## config.mk

```make
export PLATFORM = sky130hd
export DESIGN_NAME = display_host_port
export DESIGN_NICKNAME = d
export VERILOG_FILES = /design/src/verilog/host_port_pkg.sv /design/src/verilog/pin_sync.sv /design/src/verilog/byte_fifo.sv /design/src/verilog/display_host_port.sv
export SDC_FILE = /design/constraint.sdc
export NUM_CORES = 1
export LEC_CHECK = 0
export BUFFER_PORTS_ARGS = -buffer_cell sky130_fd_sc_hd__clkbuf_2
export CAP_MARGIN = 15
export CORE_MARGIN = 3
export CORE_UTILIZATION = 34
export CTS_BUF_LIST = sky130_fd_sc_hd__clkbuf_16
export CTS_CLUSTER_DIAMETER = 200
export CTS_CLUSTER_SIZE = 25
export DETAILED_ROUTE_END_ITERATION = 6
export PLACE_DENSITY = 0.54
export RECOVER_POWER = 25
export SETUP_SLACK_MARGIN = 0.4
export SLEW_MARGIN = 20
export SYNTH_ARGS = -nofsm -noshare
export SYNTH_HDL_FRONTEND = slang
export SYNTH_SLANG_ARGS = --single-unit
export TNS_END_PERCENT = 30
```

## constraint.sdc

```tcl
create_clock -name mclk_i -period 3.97 [get_ports mclk_i]
set_input_delay 0.794 -clock mclk_i [delete_from_list [all_inputs] [get_ports mclk_i]]
set_output_delay 0.794 -clock mclk_i [all_outputs]
set_load 0.02 [all_outputs]
```

## src/verilog/host_port_pkg.sv

```systemverilog
// Constants, mode codes and state types for the display host port.
// Assumes a single 40 MHz clock domain; all pin timing is slower than it.
package host_port_pkg;
    localparam int          DATA_W       = 8;
    localparam int          TAG_W        = DATA_W + 1;
    localparam int          FIFO_DEPTH   = 8;
    localparam int          PIN_W        = 15;
    localparam logic [1:0]  SEL_SERIAL   = 2'h0;
    localparam logic [1:0]  SEL_I2C      = 2'h1;
    localparam logic [1:0]  SEL_P80      = 2'h2;
    localparam logic [1:0]  SEL_P68      = 2'h3;
    localparam int          SER_CLK_BIT  = 0;
    localparam int          SER_DIN_BIT  = 1;
    localparam int          I2C_SCL_BIT  = 0;
    localparam int          I2C_SDI_BIT  = 1;
    localparam int          I2C_SDO_BIT  = 2;
    localparam int          CTRL_DC_BIT  = 6;
    localparam logic [2:0]  BIT_LAST     = 3'h7;
    localparam logic [2:0]  BIT_FIRST    = 3'h0;
    localparam logic [7:0]  BUS_IDLE     = 8'h00;
    localparam logic [7:0]  OE_ALL       = 8'hff;
    localparam logic [7:0]  OE_SDA       = 8'h04;
    localparam logic [14:0] PIN_RST      = 15'h7800;

    typedef enum logic [3:0] {
        MODE_SERIAL = 4'b0001,
        MODE_I2C    = 4'b0010,
        MODE_P80    = 4'b0100,
        MODE_P68    = 4'b1000
    } if_mode_t;

    typedef enum logic [4:0] {
        I2C_IDLE = 5'b00001,
        I2C_RECV = 5'b00010,
        I2C_WACK = 5'b00100,
        I2C_ACK  = 5'b01000,
        I2C_SKIP = 5'b10000
    } i2c_st_t;

    typedef enum logic [2:0] {
        PH_ADDR = 3'b001,
        PH_CTRL = 3'b010,
        PH_DATA = 3'b100
    } i2c_ph_t;
endpackage

```

## src/verilog/pin_sync.sv

```systemverilog
// Three-stage pin synchroniser with agreement filter.
// Assumes inputs are asynchronous to mclk_i.
`timescale 1ns/100ps
module pin_sync #(
    parameter int              W       = 1,
    parameter logic [W-1:0]    RST_VAL = '0
) (
    input  wire logic          mclk_i,
    input  wire logic          rstn_i,
    input  wire logic [W-1:0]  d_i,
    output logic      [W-1:0]  q_o
);
    logic [W-1:0] s1_r;
    logic [W-1:0] s2_r;
    logic [W-1:0] s3_r;

    always_ff @(posedge mclk_i or negedge rstn_i) begin
        if (!rstn_i) begin
            s1_r <= RST_VAL;
            s2_r <= RST_VAL;
            s3_r <= RST_VAL;
            q_o  <= RST_VAL;
        end else begin
            s1_r <= d_i;
            s2_r <= s1_r;
            s3_r <= s2_r;
            // Per bit: take a change only once two late stages agree
            q_o  <= (~(s2_r ^ s3_r) & s3_r) | ((s2_r ^ s3_r) & q_o);
        end
    end
endmodule

```

## src/verilog/byte_fifo.sv

```systemverilog
// Small synchronous FIFO for received bytes.
// Assumes DEPTH is a power of two; flush empties it in one cycle.
`timescale 1ns/100ps
module byte_fifo #(
    parameter int WIDTH = 9,
    parameter int DEPTH = 8
) (
    input  wire logic              mclk_i,
    input  wire logic              rstn_i,
    input  wire logic              flush_i,
    input  wire logic              in_valid_i,
    output logic                   in_ready_o,
    input  wire logic [WIDTH-1:0]  in_data_i,
    output logic                   out_valid_o,
    input  wire logic              out_ready_i,
    output logic      [WIDTH-1:0]  out_data_o
);
    localparam int AW = $clog2(DEPTH);

    logic [WIDTH-1:0] mem_r [DEPTH];
    logic [AW:0]      wptr_r;
    logic [AW:0]      rptr_r;
    logic             push;
    logic             pop;

    assign in_ready_o  = (wptr_r ^ rptr_r) != {1'b1, {AW{1'b0}}};
    assign out_valid_o = wptr_r != rptr_r;
    assign out_data_o  = mem_r[rptr_r[AW-1:0]];
    assign push        = in_valid_i && in_ready_o && !flush_i;
    assign pop         = out_valid_o && out_ready_i && !flush_i;

    always_ff @(posedge mclk_i) begin
        if (push) begin
            mem_r[wptr_r[AW-1:0]] <= in_data_i;
        end
    end

    always_ff @(posedge mclk_i or negedge rstn_i) begin
        if (!rstn_i) begin
            wptr_r <= '0;
            rptr_r <= '0;
        end else if (flush_i) begin
            wptr_r <= '0;
            rptr_r <= '0;
        end else begin
            if (push) begin
                wptr_r <= wptr_r + 1'b1;
            end
            if (pop) begin
                rptr_r <= rptr_r + 1'b1;
            end
        end
    end
endmodule

```

## src/verilog/display_host_port.sv

```systemverilog
// Host-facing front end of a monochrome display controller: four bus styles.
// Assumes all host pins are asynchronous and slow next to the 40 MHz clock.
// What this block does
// - The two bus select inputs pick serial, I2C, 80XX or 68XX host interface style.
// - While the reset pin is low the block initialises itself and accepts nothing.
// - Host activity counts only while chip select is low; otherwise it is ignored.
// - A parallel byte is display data when data/command is high, a command when low.
// - A serial byte is display data when data/command is high, a command when low.
// - In I2C mode the data/command pin becomes the low bit of the slave address.
// - In 68XX mode a transfer starts when enable rises while chip select is low.
// - In 68XX mode read/write high means a read and low means a write.
// - In 80XX mode a read starts when the read strobe falls with chip select low.
// - In 80XX mode a write starts when the write strobe falls with chip select low.
// - In parallel modes the eight data lines are driven on reads and sampled on writes.
// - In serial mode data line one is serial data in and data line zero the clock.
// - In I2C mode line two is data out, line one data in, and line zero the clock.
`timescale 1ns/100ps
module display_host_port
    import host_port_pkg::*;
#(
    parameter logic [5:0] I2C_ADDR_HI = 6'h10
) (
    input  wire logic         mclk_i,
    input  wire logic         rstn_i,
    input  wire logic         reset_n_i,
    input  wire logic         bus_select_lo_i,
    input  wire logic         bus_select_hi_i,
    input  wire logic         chip_sel_n_i,
    input  wire logic         data_cmd_sel_i,
    input  wire logic         enable_or_read_n_i,
    input  wire logic         rw_or_write_n_i,
    input  wire logic [7:0]   host_data_i,
    output logic      [7:0]   host_data_o,
    output logic      [7:0]   host_data_oe_o,
    output logic              rx_valid_o,
    input  wire logic         rx_ready_i,
    output logic      [7:0]   rx_byte_o,
    output logic              rx_is_data_o,
    input  wire logic [7:0]   rd_data_i,
    output logic              rd_req_o,
    output logic              rd_is_data_o,
    output logic              init_o,
    output logic              overrun_o,
    output logic      [3:0]   mode_o
);
    function automatic if_mode_t sel_to_mode(input logic [1:0] sel);
        case (sel)
            SEL_SERIAL: sel_to_mode = MODE_SERIAL;
            SEL_I2C:    sel_to_mode = MODE_I2C;
            SEL_P80:    sel_to_mode = MODE_P80;
            default:    sel_to_mode = MODE_P68;
        endcase
    endfunction

    logic [PIN_W-1:0] pins;
    logic             res_n_s;
    logic             cs_n_s;
    logic             dc_s;
    logic             e_s;
    logic             rw_s;
    logic [7:0]       d_s;
    logic [1:0]       bs_s;
    logic             init;
    logic             cs_low;
    logic             e_q_r;
    logic             rw_q_r;
    logic             sclk_q_r;
    logic             sda_q_r;
    logic             scl_q_r;

    pin_sync #(
        .W       (PIN_W),
        .RST_VAL (PIN_RST)
    ) u_sync (
        .mclk_i (mclk_i),
        .rstn_i (rstn_i),
        .d_i    ({reset_n_i, chip_sel_n_i, enable_or_read_n_i, rw_or_write_n_i, data_cmd_sel_i,
                  host_data_i, bus_select_hi_i, bus_select_lo_i}),
        .q_o    (pins)
    );

    assign {res_n_s, cs_n_s, e_s, rw_s, dc_s, d_s, bs_s} = pins;
    assign init   = !res_n_s;
    assign cs_low = !cs_n_s && !init;
    assign init_o = init;

    // Mode capture: straps caught during pin reset or first cycle after rstn_i reset
    if_mode_t mode_r;
    logic     mode_ok_r;

    always_ff @(posedge mclk_i or negedge rstn_i) begin
        if (!rstn_i) begin
            mode_r    <= MODE_P68;
            mode_ok_r <= 1'b0;
        end else if (init || !mode_ok_r) begin
            mode_r    <= sel_to_mode(bs_s);
            mode_ok_r <= 1'b1;
        end
    end

    assign mode_o = mode_r;

    logic m68;
    logic m80;
    logic mser;
    logic mi2c;

    assign m68  = mode_r == MODE_P68;
    assign m80  = mode_r == MODE_P80;
    assign mser = mode_r == MODE_SERIAL;
    assign mi2c = mode_r == MODE_I2C;

    always_ff @(posedge mclk_i or negedge rstn_i) begin
        if (!rstn_i) begin
            e_q_r    <= 1'b1;
            rw_q_r   <= 1'b1;
            sclk_q_r <= 1'b0;
            sda_q_r  <= 1'b0;
            scl_q_r  <= 1'b0;
        end else begin
            e_q_r    <= e_s;
            rw_q_r   <= rw_s;
            sclk_q_r <= d_s[SER_CLK_BIT];
            sda_q_r  <= d_s[I2C_SDI_BIT];
            scl_q_r  <= d_s[I2C_SCL_BIT];
        end
    end

    // Parallel strobes; strobe pins are grounded in serial modes, so gate by mode
    logic e_rise;
    logic e_fall;
    logic rw_rise;
    logic rw_fall;
    logic rd_start;
    logic wr_start;
    logic rd_end;
    logic wr_end;
    logic wr_armed_r;
    logic rd_act_r;
    logic par_push;

    assign e_rise   = e_s && !e_q_r;
    assign e_fall   = !e_s && e_q_r;
    assign rw_rise  = rw_s && !rw_q_r;
    assign rw_fall  = !rw_s && rw_q_r;
    assign rd_start = cs_low && ((m68 && e_rise && rw_s) || (m80 && e_fall));
    assign wr_start = cs_low && ((m68 && e_rise && !rw_s) || (m80 && rw_fall));
    assign rd_end   = !cs_low || (m68 && e_fall) || (m80 && e_rise) || !(m68 || m80);
    assign wr_end   = (m68 && e_fall) || (m80 && rw_rise);
    assign par_push = cs_low && wr_armed_r && wr_end;

    always_ff @(posedge mclk_i or negedge rstn_i) begin
        if (!rstn_i) begin
            wr_armed_r <= 1'b0;
        end else if (!cs_low || wr_end) begin
            wr_armed_r <= 1'b0;
        end else if (wr_start) begin
            wr_armed_r <= 1'b1;
        end
    end

    // Read data is captured at strobe start and held on the bus until it ends
    always_ff @(posedge mclk_i or negedge rstn_i) begin
        if (!rstn_i) begin
            rd_act_r     <= 1'b0;
            host_data_o  <= BUS_IDLE;
            rd_is_data_o <= 1'b0;
        end else if (rd_start) begin
            rd_act_r     <= 1'b1;
            host_data_o  <= rd_data_i;
            rd_is_data_o <= dc_s;
        end else if (rd_end) begin
            rd_act_r     <= 1'b0;
            host_data_o  <= BUS_IDLE;
        end
    end

    assign rd_req_o = rd_start;

    // Serial receiver
    logic [6:0] ser_sh_r;
    logic [2:0] ser_cnt_r;
    logic       sclk_rise;
    logic       ser_push;

    assign sclk_rise = mser && cs_low && d_s[SER_CLK_BIT] && !sclk_q_r;
    assign ser_push  = sclk_rise && (ser_cnt_r == BIT_LAST);

    always_ff @(posedge mclk_i or negedge rstn_i) begin
        if (!rstn_i) begin
            ser_sh_r  <= '0;
            ser_cnt_r <= BIT_FIRST;
        end else if (!cs_low || !mser) begin
            ser_cnt_r <= BIT_FIRST;
        end else if (sclk_rise) begin
            ser_sh_r  <= {ser_sh_r[5:0], d_s[SER_DIN_BIT]};
            ser_cnt_r <= ser_cnt_r + 1'b1;
        end
    end

    // I2C write-only slave; reads are answered with no acknowledge
    i2c_st_t    i2c_st_r;
    i2c_ph_t    i2c_ph_r;
    logic [7:0] i2c_sh_r;
    logic [2:0] i2c_cnt_r;
    logic       i2c_dc_r;
    logic       scl_rise;
    logic       scl_fall;
    logic       i2c_start;
    logic       i2c_stop;
    logic       addr_hit;
    logic       i2c_push;
    logic       fifo_rdy;

    assign scl_rise  = mi2c && d_s[I2C_SCL_BIT] && !scl_q_r;
    assign scl_fall  = mi2c && !d_s[I2C_SCL_BIT] && scl_q_r;
    assign i2c_start = mi2c && cs_low && d_s[I2C_SCL_BIT] && scl_q_r && sda_q_r && !d_s[I2C_SDI_BIT];
    assign i2c_stop  = mi2c && d_s[I2C_SCL_BIT] && scl_q_r && !sda_q_r && d_s[I2C_SDI_BIT];
    assign addr_hit  = i2c_sh_r == {I2C_ADDR_HI, dc_s, 1'b0};
    // A full FIFO turns into a not-acknowledge, so the host can retry
    assign i2c_push  = scl_fall && (i2c_st_r == I2C_WACK) && (i2c_ph_r == PH_DATA) && fifo_rdy;

    always_ff @(posedge mclk_i or negedge rstn_i) begin
        if (!rstn_i) begin
            i2c_st_r  <= I2C_IDLE;
            i2c_ph_r  <= PH_ADDR;
            i2c_sh_r  <= '0;
            i2c_cnt_r <= BIT_FIRST;
            i2c_dc_r  <= 1'b0;
        end else if (!cs_low || !mi2c || i2c_stop) begin
            i2c_st_r  <= I2C_IDLE;
        end else if (i2c_start) begin
            i2c_st_r  <= I2C_RECV;
            i2c_ph_r  <= PH_ADDR;
            i2c_cnt_r <= BIT_FIRST;
        end else begin
            case (i2c_st_r)
                I2C_RECV: begin
                    if (scl_rise) begin
                        i2c_sh_r  <= {i2c_sh_r[6:0], d_s[I2C_SDI_BIT]};
                        i2c_cnt_r <= i2c_cnt_r + 1'b1;
                        if (i2c_cnt_r == BIT_LAST) begin
                            i2c_st_r <= I2C_WACK;
                        end
                    end
                end
                I2C_WACK: begin
                    if (scl_fall) begin
                        i2c_st_r <= I2C_ACK;
                        case (i2c_ph_r)
                            PH_ADDR: begin
                                if (addr_hit) begin
                                    i2c_ph_r <= PH_CTRL;
                                end else begin
                                    i2c_st_r <= I2C_SKIP;
                                end
                            end
                            PH_CTRL: begin
                                i2c_dc_r <= i2c_sh_r[CTRL_DC_BIT];
                                i2c_ph_r <= PH_DATA;
                            end
                            default: begin
                                if (!fifo_rdy) begin
                                    i2c_st_r <= I2C_SKIP;
                                end
                            end
                        endcase
                    end
                end
                I2C_ACK: begin
                    if (scl_fall) begin
                        i2c_st_r <= I2C_RECV;
                    end
                end
                I2C_SKIP: begin
                    i2c_st_r <= I2C_SKIP;
                end
                default: begin
                    i2c_st_r <= I2C_IDLE;
                end
            endcase
        end
    end

    // Bus drive: full byte on parallel reads, SDA pull-down during acknowledge
    always_comb begin
        host_data_oe_o = BUS_IDLE;
        if (rd_act_r && (m68 || m80)) begin
            host_data_oe_o = OE_ALL;
        end else if (i2c_st_r == I2C_ACK) begin
            host_data_oe_o = OE_SDA;
        end
    end

    // Byte stream into the FIFO
    logic             push_valid;
    logic [TAG_W-1:0] push_data;
    logic             overrun_r;

    assign push_valid = !init && (par_push || ser_push || i2c_push);

    always_comb begin
        push_data = {dc_s, d_s};
        if (mser) begin
            push_data = {dc_s, ser_sh_r, d_s[SER_DIN_BIT]};
        end else if (mi2c) begin
            push_data = {i2c_dc_r, i2c_sh_r};
        end
    end

    byte_fifo #(
        .WIDTH (TAG_W),
        .DEPTH (FIFO_DEPTH)
    ) u_fifo (
        .mclk_i      (mclk_i),
        .rstn_i      (rstn_i),
        .flush_i     (init),
        .in_valid_i  (push_valid),
        .in_ready_o  (fifo_rdy),
        .in_data_i   (push_data),
        .out_valid_o (rx_valid_o),
        .out_ready_i (rx_ready_i),
        .out_data_o  ({rx_is_data_o, rx_byte_o})
    );

    // Parallel and serial hosts cannot be stalled; lost bytes are flagged
    always_ff @(posedge mclk_i or negedge rstn_i) begin
        if (!rstn_i) begin
            overrun_r <= 1'b0;
        end else if (push_valid && !fifo_rdy) begin
            overrun_r <= 1'b1;
        end else if (init) begin
            overrun_r <= 1'b0;
        end
    end

    assign overrun_o = overrun_r;
endmodule

```

# After elaboration in Yosys (flattened, before gate mapping)

Memory sizes are Yosys's and may differ from the RTL's.
Index checks and enable logic that the tools add are counted.

Add/subtract/negate cells: 4
Eq/ne operators: 26
Mux-type cells: 39
Bitwise logic cells: 9
Reductions and logical operators: 88

Operators with widths:

| kind                  | number |
|---|---|
| $logic_and A1 B1 Y1   | 43 |
| $mux W5               | 8 |
| $and A15 B15 Y15      | 2 |
| $mux W3               | 10 |
| $mux W8               | 3 |
| $pmux W5 S4           | 1 |
| $mux W9               | 2 |
| $logic_not A1 Y1      | 16 |
| $mux W4               | 4 |
| $ne A4 B4 Y1 const B  | 4 |
| $not A15 Y15          | 1 |
| $or A15 B15 Y15       | 1 |
| $xor A15 B15 Y15      | 1 |
| $logic_or A1 B1 Y1    | 14 |
| $reduce_bool A2 Y1    | 7 |
| $pmux W4 S3           | 1 |
| $pmux W5 S2           | 1 |
| $reduce_and A5 Y1     | 2 |
| $eq A3 B3 Y1 const B  | 3 |
| $add A4 B1 Y4 const B | 2 |
| $eq A8 B7 Y1          | 1 |
| $mux W1               | 8 |
| $reduce_and A4 Y1     | 2 |
| $add A3 B1 Y3 const B | 2 |
| other kinds (24)      | 27 |

Register bits after elaboration: 119
Bits in writable memories: 72
Input bits: 26
Output and inout bits: 34
Logic and storage cells: 191
Memories kept: 1

Memories:

| name         | words | width | read ports | clocked after Yosys merged registers in | wr ports | line            | text |
|---|---|---|---|---|---|---|---|
| u_fifo.mem_r | 8     | 9     | 1          | 0                                       | 1        | byte_fifo.sv:20 | `logic [WIDTH-1:0] mem_r [DEPTH];` |

# Longest topological paths before layout

Depth in word-level cells: 13
Depth in mapped cells: 8
Gate-level depth less buffers: 6

# Cells and area by module

A second synthesis with hierarchy kept.

Cells, all modules: 503
Area, all modules: 7771.2 um^2

Modules (own cells, without submodules):

| module            | times used | cells each | area each (um^2) | sequential area each (um^2) |
|---|---|---|---|---|
| byte_fifo         | 1          | 184        | 3400.8           | 2362.3 |
| display_host_port | 1          | 244        | 2680.1           | 1282.5 |
| pin_sync          | 1          | 75         | 1690.4           | 1521.5 |

# Worst setup path before layout

No wires, ideal clock.

Kind: reg2out
Start point: register mode_r[3], in the netlist mode_o[3]
End point: output host_data_oe_o[2]
Arrival time: 2.107 ns
Required time: 3.176 ns
Slack: 1.069 ns
Stages on the path, launching flop included: 5
Path buffers: 0
Path through: dfstp_2 nor4b_1 nor2_1 nor2b_1 nand2b_1

Cells in the longest elaborated chain, start to end: 4
Elaborated cells on any way between the ends: 5
Classes of those cells: 2 x eq/ne; 1 x mux; 2 x reduce/logical

RTL lines:

| element                                      | line                                               | text |
|---|---|---|
| start, declared                              | display_host_port.sv:88                            | `if_mode_t mode_r;` |
| start signal, assigned                       | display_host_port.sv:96                            | `mode_r <= sel_to_mode(bs_s);` |
| $eq A4 B4 Y1 or $eq A4 B3 Y1 (tied branches) | display_host_port.sv:108, display_host_port.sv:109 |  |
| $logic_or A1 B1 Y1 *                         | display_host_port.sv:288                           | `if (rd_act_r && (m68 \|\| m80)) begin` |
| $logic_and A1 B1 Y1 *                        | display_host_port.sv:288                           |  |
| $mux W8 *                                    | display_host_port.sv:288                           |  |
| end, declared                                | display_host_port.sv:34                            | `output logic [7:0] host_data_oe_o,` |

Every way passes the cells marked *; elsewhere a longest branch is shown, timed or not.

# Worst setup path in the final report

Start point: register mode_r[2], in the netlist mode_o[2]
End point: output host_data_oe_o[2]

Same word-level chain as after synthesis.

==> flow_results.org <==
** Routing
- Detailed routing inserted a total of ~4000 vias.
- DR DRC count :: 0
- The count of nets left with antenna violations once routing finished came out at 0.
- Wires add up to between 10 and 15 mm.
- Before antenna repair, the detailed router went through 4 iterations.
- Starting DRT DRC Count :: roughly 220
- Post-detailed-route wirelength per cell :: ~16 um
- Vias/cell :: about 4.8

** Floorplanning
- In this run the count of I/O pins placed on the die edge is 60.
- Die outline width :: about 150 um
- The initialized floorplan defines 53 standard-cell rows.
- In this run the standard cell core region covers 21420 um^2.
- Effective utilization at floorplan :: a little over a third
- Floorplan die height :: roughly 150 um
- Total die area :: 23990 um^2

** Setup path
- STA classifies the critical path endpoint as an output port.
- In this run the register-to-register setup slack is 1.01 ns.
- The worst setup path is of the reg2out kind.
- The worst setup path is launched from a register.
- Timing startpoint of the critical path :: mode_o[2]
- Maximum cell stage delay along the critical path :: ~0.52 ns
- Data on the critical path arrives at its endpoint at 2.41 ns.
- The startpoint identified for the worst register-to-register timing path is mode_o[0].
- The critical path ends at host_data_oe_o[2].
- Walking the worst path, the cells encountered are nor4b_2, nor2_1, nor2b_1, nand2b_1, clkbuf_2.
- In this run the critical register-to-register path is captured at u_fifo.mem_r[4][7].
- CP max-delay cell :: sky130_fd_sc_hd__dfrtp_1
- The worst register-to-register path has a depth of 7.
- For the worst setup path, the data required time is ~3.2 ns.
- Along the worst path, the maximum fanout reaches 8.

** Logic synthesis
- Summed over its instances, the top area cell type makes up 32.53% of the synthesized netlist area.
- In this run the cell area of the synthesized design comes to about 7500 um^2.
- Yosys mapped a number of flops with a built-in enable equal to between 70 and 80.
- Yosys attributes the largest share of cell area to sky130_fd_sc_hd__dfrtp_1 (33%), sky130_fd_sc_hd__edfxtp_1 (29%), sky130_fd_sc_hd__dfstp_2 (7.3%), sky130_fd_sc_hd__mux4_2 (5.4%), sky130_fd_sc_hd__mux2_2 (4.3%).
- Sequential cell area fraction in the yosys report :: between 60% and 70%
- Cell types with the highest counts after synthesis :: sky130_fd_sc_hd__dfrtp_1 (98), sky130_fd_sc_hd__edfxtp_1 (72), sky130_fd_sc_hd__mux2_2 (29), sky130_fd_sc_hd__nand2_1 (29), sky130_fd_sc_hd__dfstp_2 (21)
- For this run, the number of Yosys warnings is 0.
- Synthesized Nets :: about 500
- The synthesized design spends more area on one cell type than any other, namely sky130_fd_sc_hd__dfrtp_1.
- The synthesized netlist contains between 50 and 60 unique library cells.
- Counting flops and latches in the post-synthesis netlist gives ~190.
- Most frequent cell after synthesis :: sky130_fd_sc_hd__dfrtp_1
- For this run, the leading register cell type out of synthesis is sky130_fd_sc_hd__dfrtp_1.
- After technology mapping, the gate count stands at 471.
- Counting flops with an async set or reset pin after synthesis yields a share of roughly 62%.
- Mapped Avg Cell Area :: about 16 um^2

** Timing
- Subtracting the final worst setup slack from the clock period gives between 3 and 4 ns.
- The max-slew violation total from the final report was 35.
- Total setup violations reported at the end of the flow :: 0
- Final hold viol count :: 0
- Achievable Freq :: approximately 310 MHz
- Setup repair after global routing left no endpoint under its margin.
- Setup total negative slack on the finished layout was measured at 0 ns.
- For the pin with the worst max-slew slack, the measured transition is ~1.9 ns.
- Measured against its own limit, the worst slew margin works out to -28.26%.
- In the finished design, the share of the clock period the worst path needs comes to approximately 80%.
- Final setup skew :: around 0.011 ns

** Finish
- Summing all multi-input logic gate instances after layout gives 2217 um^2.
- Ratio of cells with drive above 1 in the final layout :: between 30% and 40%
- Post-Route Utilization :: approximately two fifths
- 0 antenna diodes ended up in the layout.
- The net count of the finished layout is roughly 570.
- Storage element area :: 5166 um^2
- Number of filler instances in the final layout :: 1949
- The area growth from synthesis to layout is 16.68%.

** Power and ir drop
- Power dissipated by switching net loads :: roughly 960 uW
- The analysis attributes to cell leakage a power of roughly 3.5 nW.
- Internal Power :: about 3.2 mW
- Worst VDD drop :: 0.3181 mV
- Share of total power in combinational logic :: under 10%
- Switching power as a share of total power :: 23.15%
- Sum of internal, switching and leakage power :: roughly 4.2 mW
- Proportion of power drawn by the clock network :: between 40 and 50%
- In this run, flip-flops and latches consume between 50% and 60% of the power.
- Cell Pwr Density :: roughly 470 nW/um^2

** CTS
- Counting every sink on the clock net gives 191.
- CTS built an H-tree with a depth of 4.
- Maximum root-to-sink buffer count :: 2
- TritonCTS built the clock tree.
- Inserted Clock Buffers :: 17
- Buffer count from post-CTS setup fixing :: 0
- Clock root buffer master :: sky130_fd_sc_hd__clkbuf_16
- The later pin in the worst-skew pair is clocked with a latency of around 0.43 ns.
- For this design, the CTS-stage hold fixing added 0 buffers.
- Number of gates resized after CTS :: 0
- Clock transition at the register clock pins on the worst setup and hold paths after CTS :: around 0.07 ns

** Run
- Max-cap violations :: 1

** GRT
- Global-route congestion overflow total :: 0
- Met2 usage :: 18.49%
- The initial antenna violation count is 0.
- For this run, global-route usage on met3 was measured as 2.754%.
- The number of global-route vias before repair was 4145.
- For met1 alone, demand over resource in global routing was about 16%.
- In the global route stage, overall resource usage came out at between 10% and 20%.
- Most used routing layer :: met2
- The first global-routing pass estimated between 20 and 25 mm of wire.
- Entering global routing, the biggest net connects 77 pins.

** Placement
- Weighted congestion at the end of routability-driven global placement :: ~0.8
- Number of buffers added on ports :: around 60
- Summed over all nets, the half-perimeter wirelength after detailed placement is approximately 9 mm.

** Min path
- Type of the most critical hold path :: reg2reg

** Status
- The flow ran to the end, but the final reports show violations.
- The final reports fail on capacitance limit, slew limit.
[area by class of cell]
class                      count  share of cell area [%]
clock buffer                  19                   5.405
clock inverter                13                   1.579
inverter                      10                  0.4267
multi-input combinational    246                   25.21
sequential                   191                   58.73
tap                          275                   3.912
timing repair buffer          74                   4.737
[layer usage]
layer / up-vias / routed length (um)
met5: - / 0
li1: 1889 / -
met2: 82 / 6311
met1: 2019 / 6081
met3: 15 / 524
met4: 0 / 166
[flip-flops by register name (all words and copies together), names as in the netlist, 4 cells and up, named ones only]
name           flops
host_data_o        8
i2c_sh_r           8
i2c_st_r           5
mode_o             4
ser_sh_r           7
u_fifo.mem_r      72
u_fifo.rptr_r      4
u_fifo.wptr_r      4
u_sync.s1_r       15
u_sync.s2_r       15
u_sync.s3_r       15
[worst min path at each step]
stage | slack [ns] | cells after the start | endpoint | from
3_3_place_gp | 0.33 | 0 | u_sync.s2_r[0] | u_sync.s1_r[0]
3_5_place_dp | 0.34 | 0 | u_sync.s2_r[1] | u_sync.s1_r[1]
2_1_floorplan | 0.33 | 0 | u_sync.s2_r[0] | u_sync.s1_r[0]
6_report | 0.35 | 0 | u_sync.s2_r[1] | u_sync.s1_r[1]
4_1_cts | 0.35 | 0 | u_sync.s2_r[9] | u_sync.s1_r[9]
5_1_grt | 0.35 | 0 | u_sync.s2_r[9] | u_sync.s1_r[9]
[critical path, delay by kind of cell, from the launching register on]
kind                   cells  cell delay [ns]
and+or+nand+nor            4             1.28
buffers and inverters      1             0.17
DFF                        1             0.52
[cell families after synthesis]
group	synth area share [%]
AO/OA/AOI/OAI	4.266
XOR/XNOR	1.162
adder cells (fa/ha/maj)	2.987
buffers and inverters	2.141
flip-flops	68.53
multiplexers	12.12
other	0.04974
AND/OR/NAND/NOR	8.747
[cells in the final DEF (no fill, tap or decap), types with 2 or more instances in the layout]
cell,Yosys,routed
sky130_fd_sc_hd__dfrtp_1,98,98
sky130_fd_sc_hd__edfxtp_1,72,72
sky130_fd_sc_hd__clkbuf_2,0,59
sky130_fd_sc_hd__nand2_1,29,29
sky130_fd_sc_hd__mux2_2,29,29
sky130_fd_sc_hd__clkbuf_16,0,19
sky130_fd_sc_hd__mux4_2,18,18
sky130_fd_sc_hd__mux2i_1,17,17
sky130_fd_sc_hd__dfstp_2,21,16
sky130_fd_sc_hd__maj3_1,15,15
sky130_fd_sc_hd__nor2_1,13,13
sky130_fd_sc_hd__buf_4,6,13
sky130_fd_sc_hd__o21ai_0,13,12
sky130_fd_sc_hd__inv_1,10,11
sky130_fd_sc_hd__a22o_1,11,11
sky130_fd_sc_hd__nand3_1,9,9
sky130_fd_sc_hd__xnor2_1,8,8
sky130_fd_sc_hd__nor4_2,8,8
sky130_fd_sc_hd__a21oi_1,7,7
sky130_fd_sc_hd__nor2b_1,6,6
sky130_fd_sc_hd__ha_1,6,6
sky130_fd_sc_hd__inv_6,0,6
sky130_fd_sc_hd__nand2b_1,5,5
sky130_fd_sc_hd__nand4_1,5,5
sky130_fd_sc_hd__nand3b_1,5,5
sky130_fd_sc_hd__dfstp_1,0,5
sky130_fd_sc_hd__nor3_1,4,4
sky130_fd_sc_hd__nor4b_2,2,3
sky130_fd_sc_hd__nor3b_1,3,3
sky130_fd_sc_hd__nor4b_4,2,2
sky130_fd_sc_hd__nand4b_1,2,2
sky130_fd_sc_hd__xor2_1,2,2
sky130_fd_sc_hd__o21a_1,2,2
sky130_fd_sc_hd__a21o_1,2,2
sky130_fd_sc_hd__or4_1,2,2
sky130_fd_sc_hd__or3_1,2,2
sky130_fd_sc_hd__inv_8,0,2
[through the flow]
step           area, um^2  setup WS, ns  instances  hold WS [ns]
2_1_floorplan        7538         1.069        471        0.3312
3_3_place_gp         8174         1.013        795        0.3330
3_5_place_dp         8174        0.9923        795        0.3363
4_1_cts              8788        0.5306        827        0.3485
5_1_grt              8796        0.5248        828        0.3510
6_report             8796        0.7680        828        0.3505
[power by group through the flow]
stage | clock network, mW | registers (mW) | logic, mW
global route | 1.87 | 2.22 | 0.251
global placement | 0 | 2.25 | 0.221
detailed placement | 0 | 2.25 | 0.226
floorplan | 0 | 2.24 | 0.124
finish | 1.73 | 2.21 | 0.220
CTS | 1.78 | 2.21 | 0.227
Note: power is estimated with default switching activity, not from simulation.
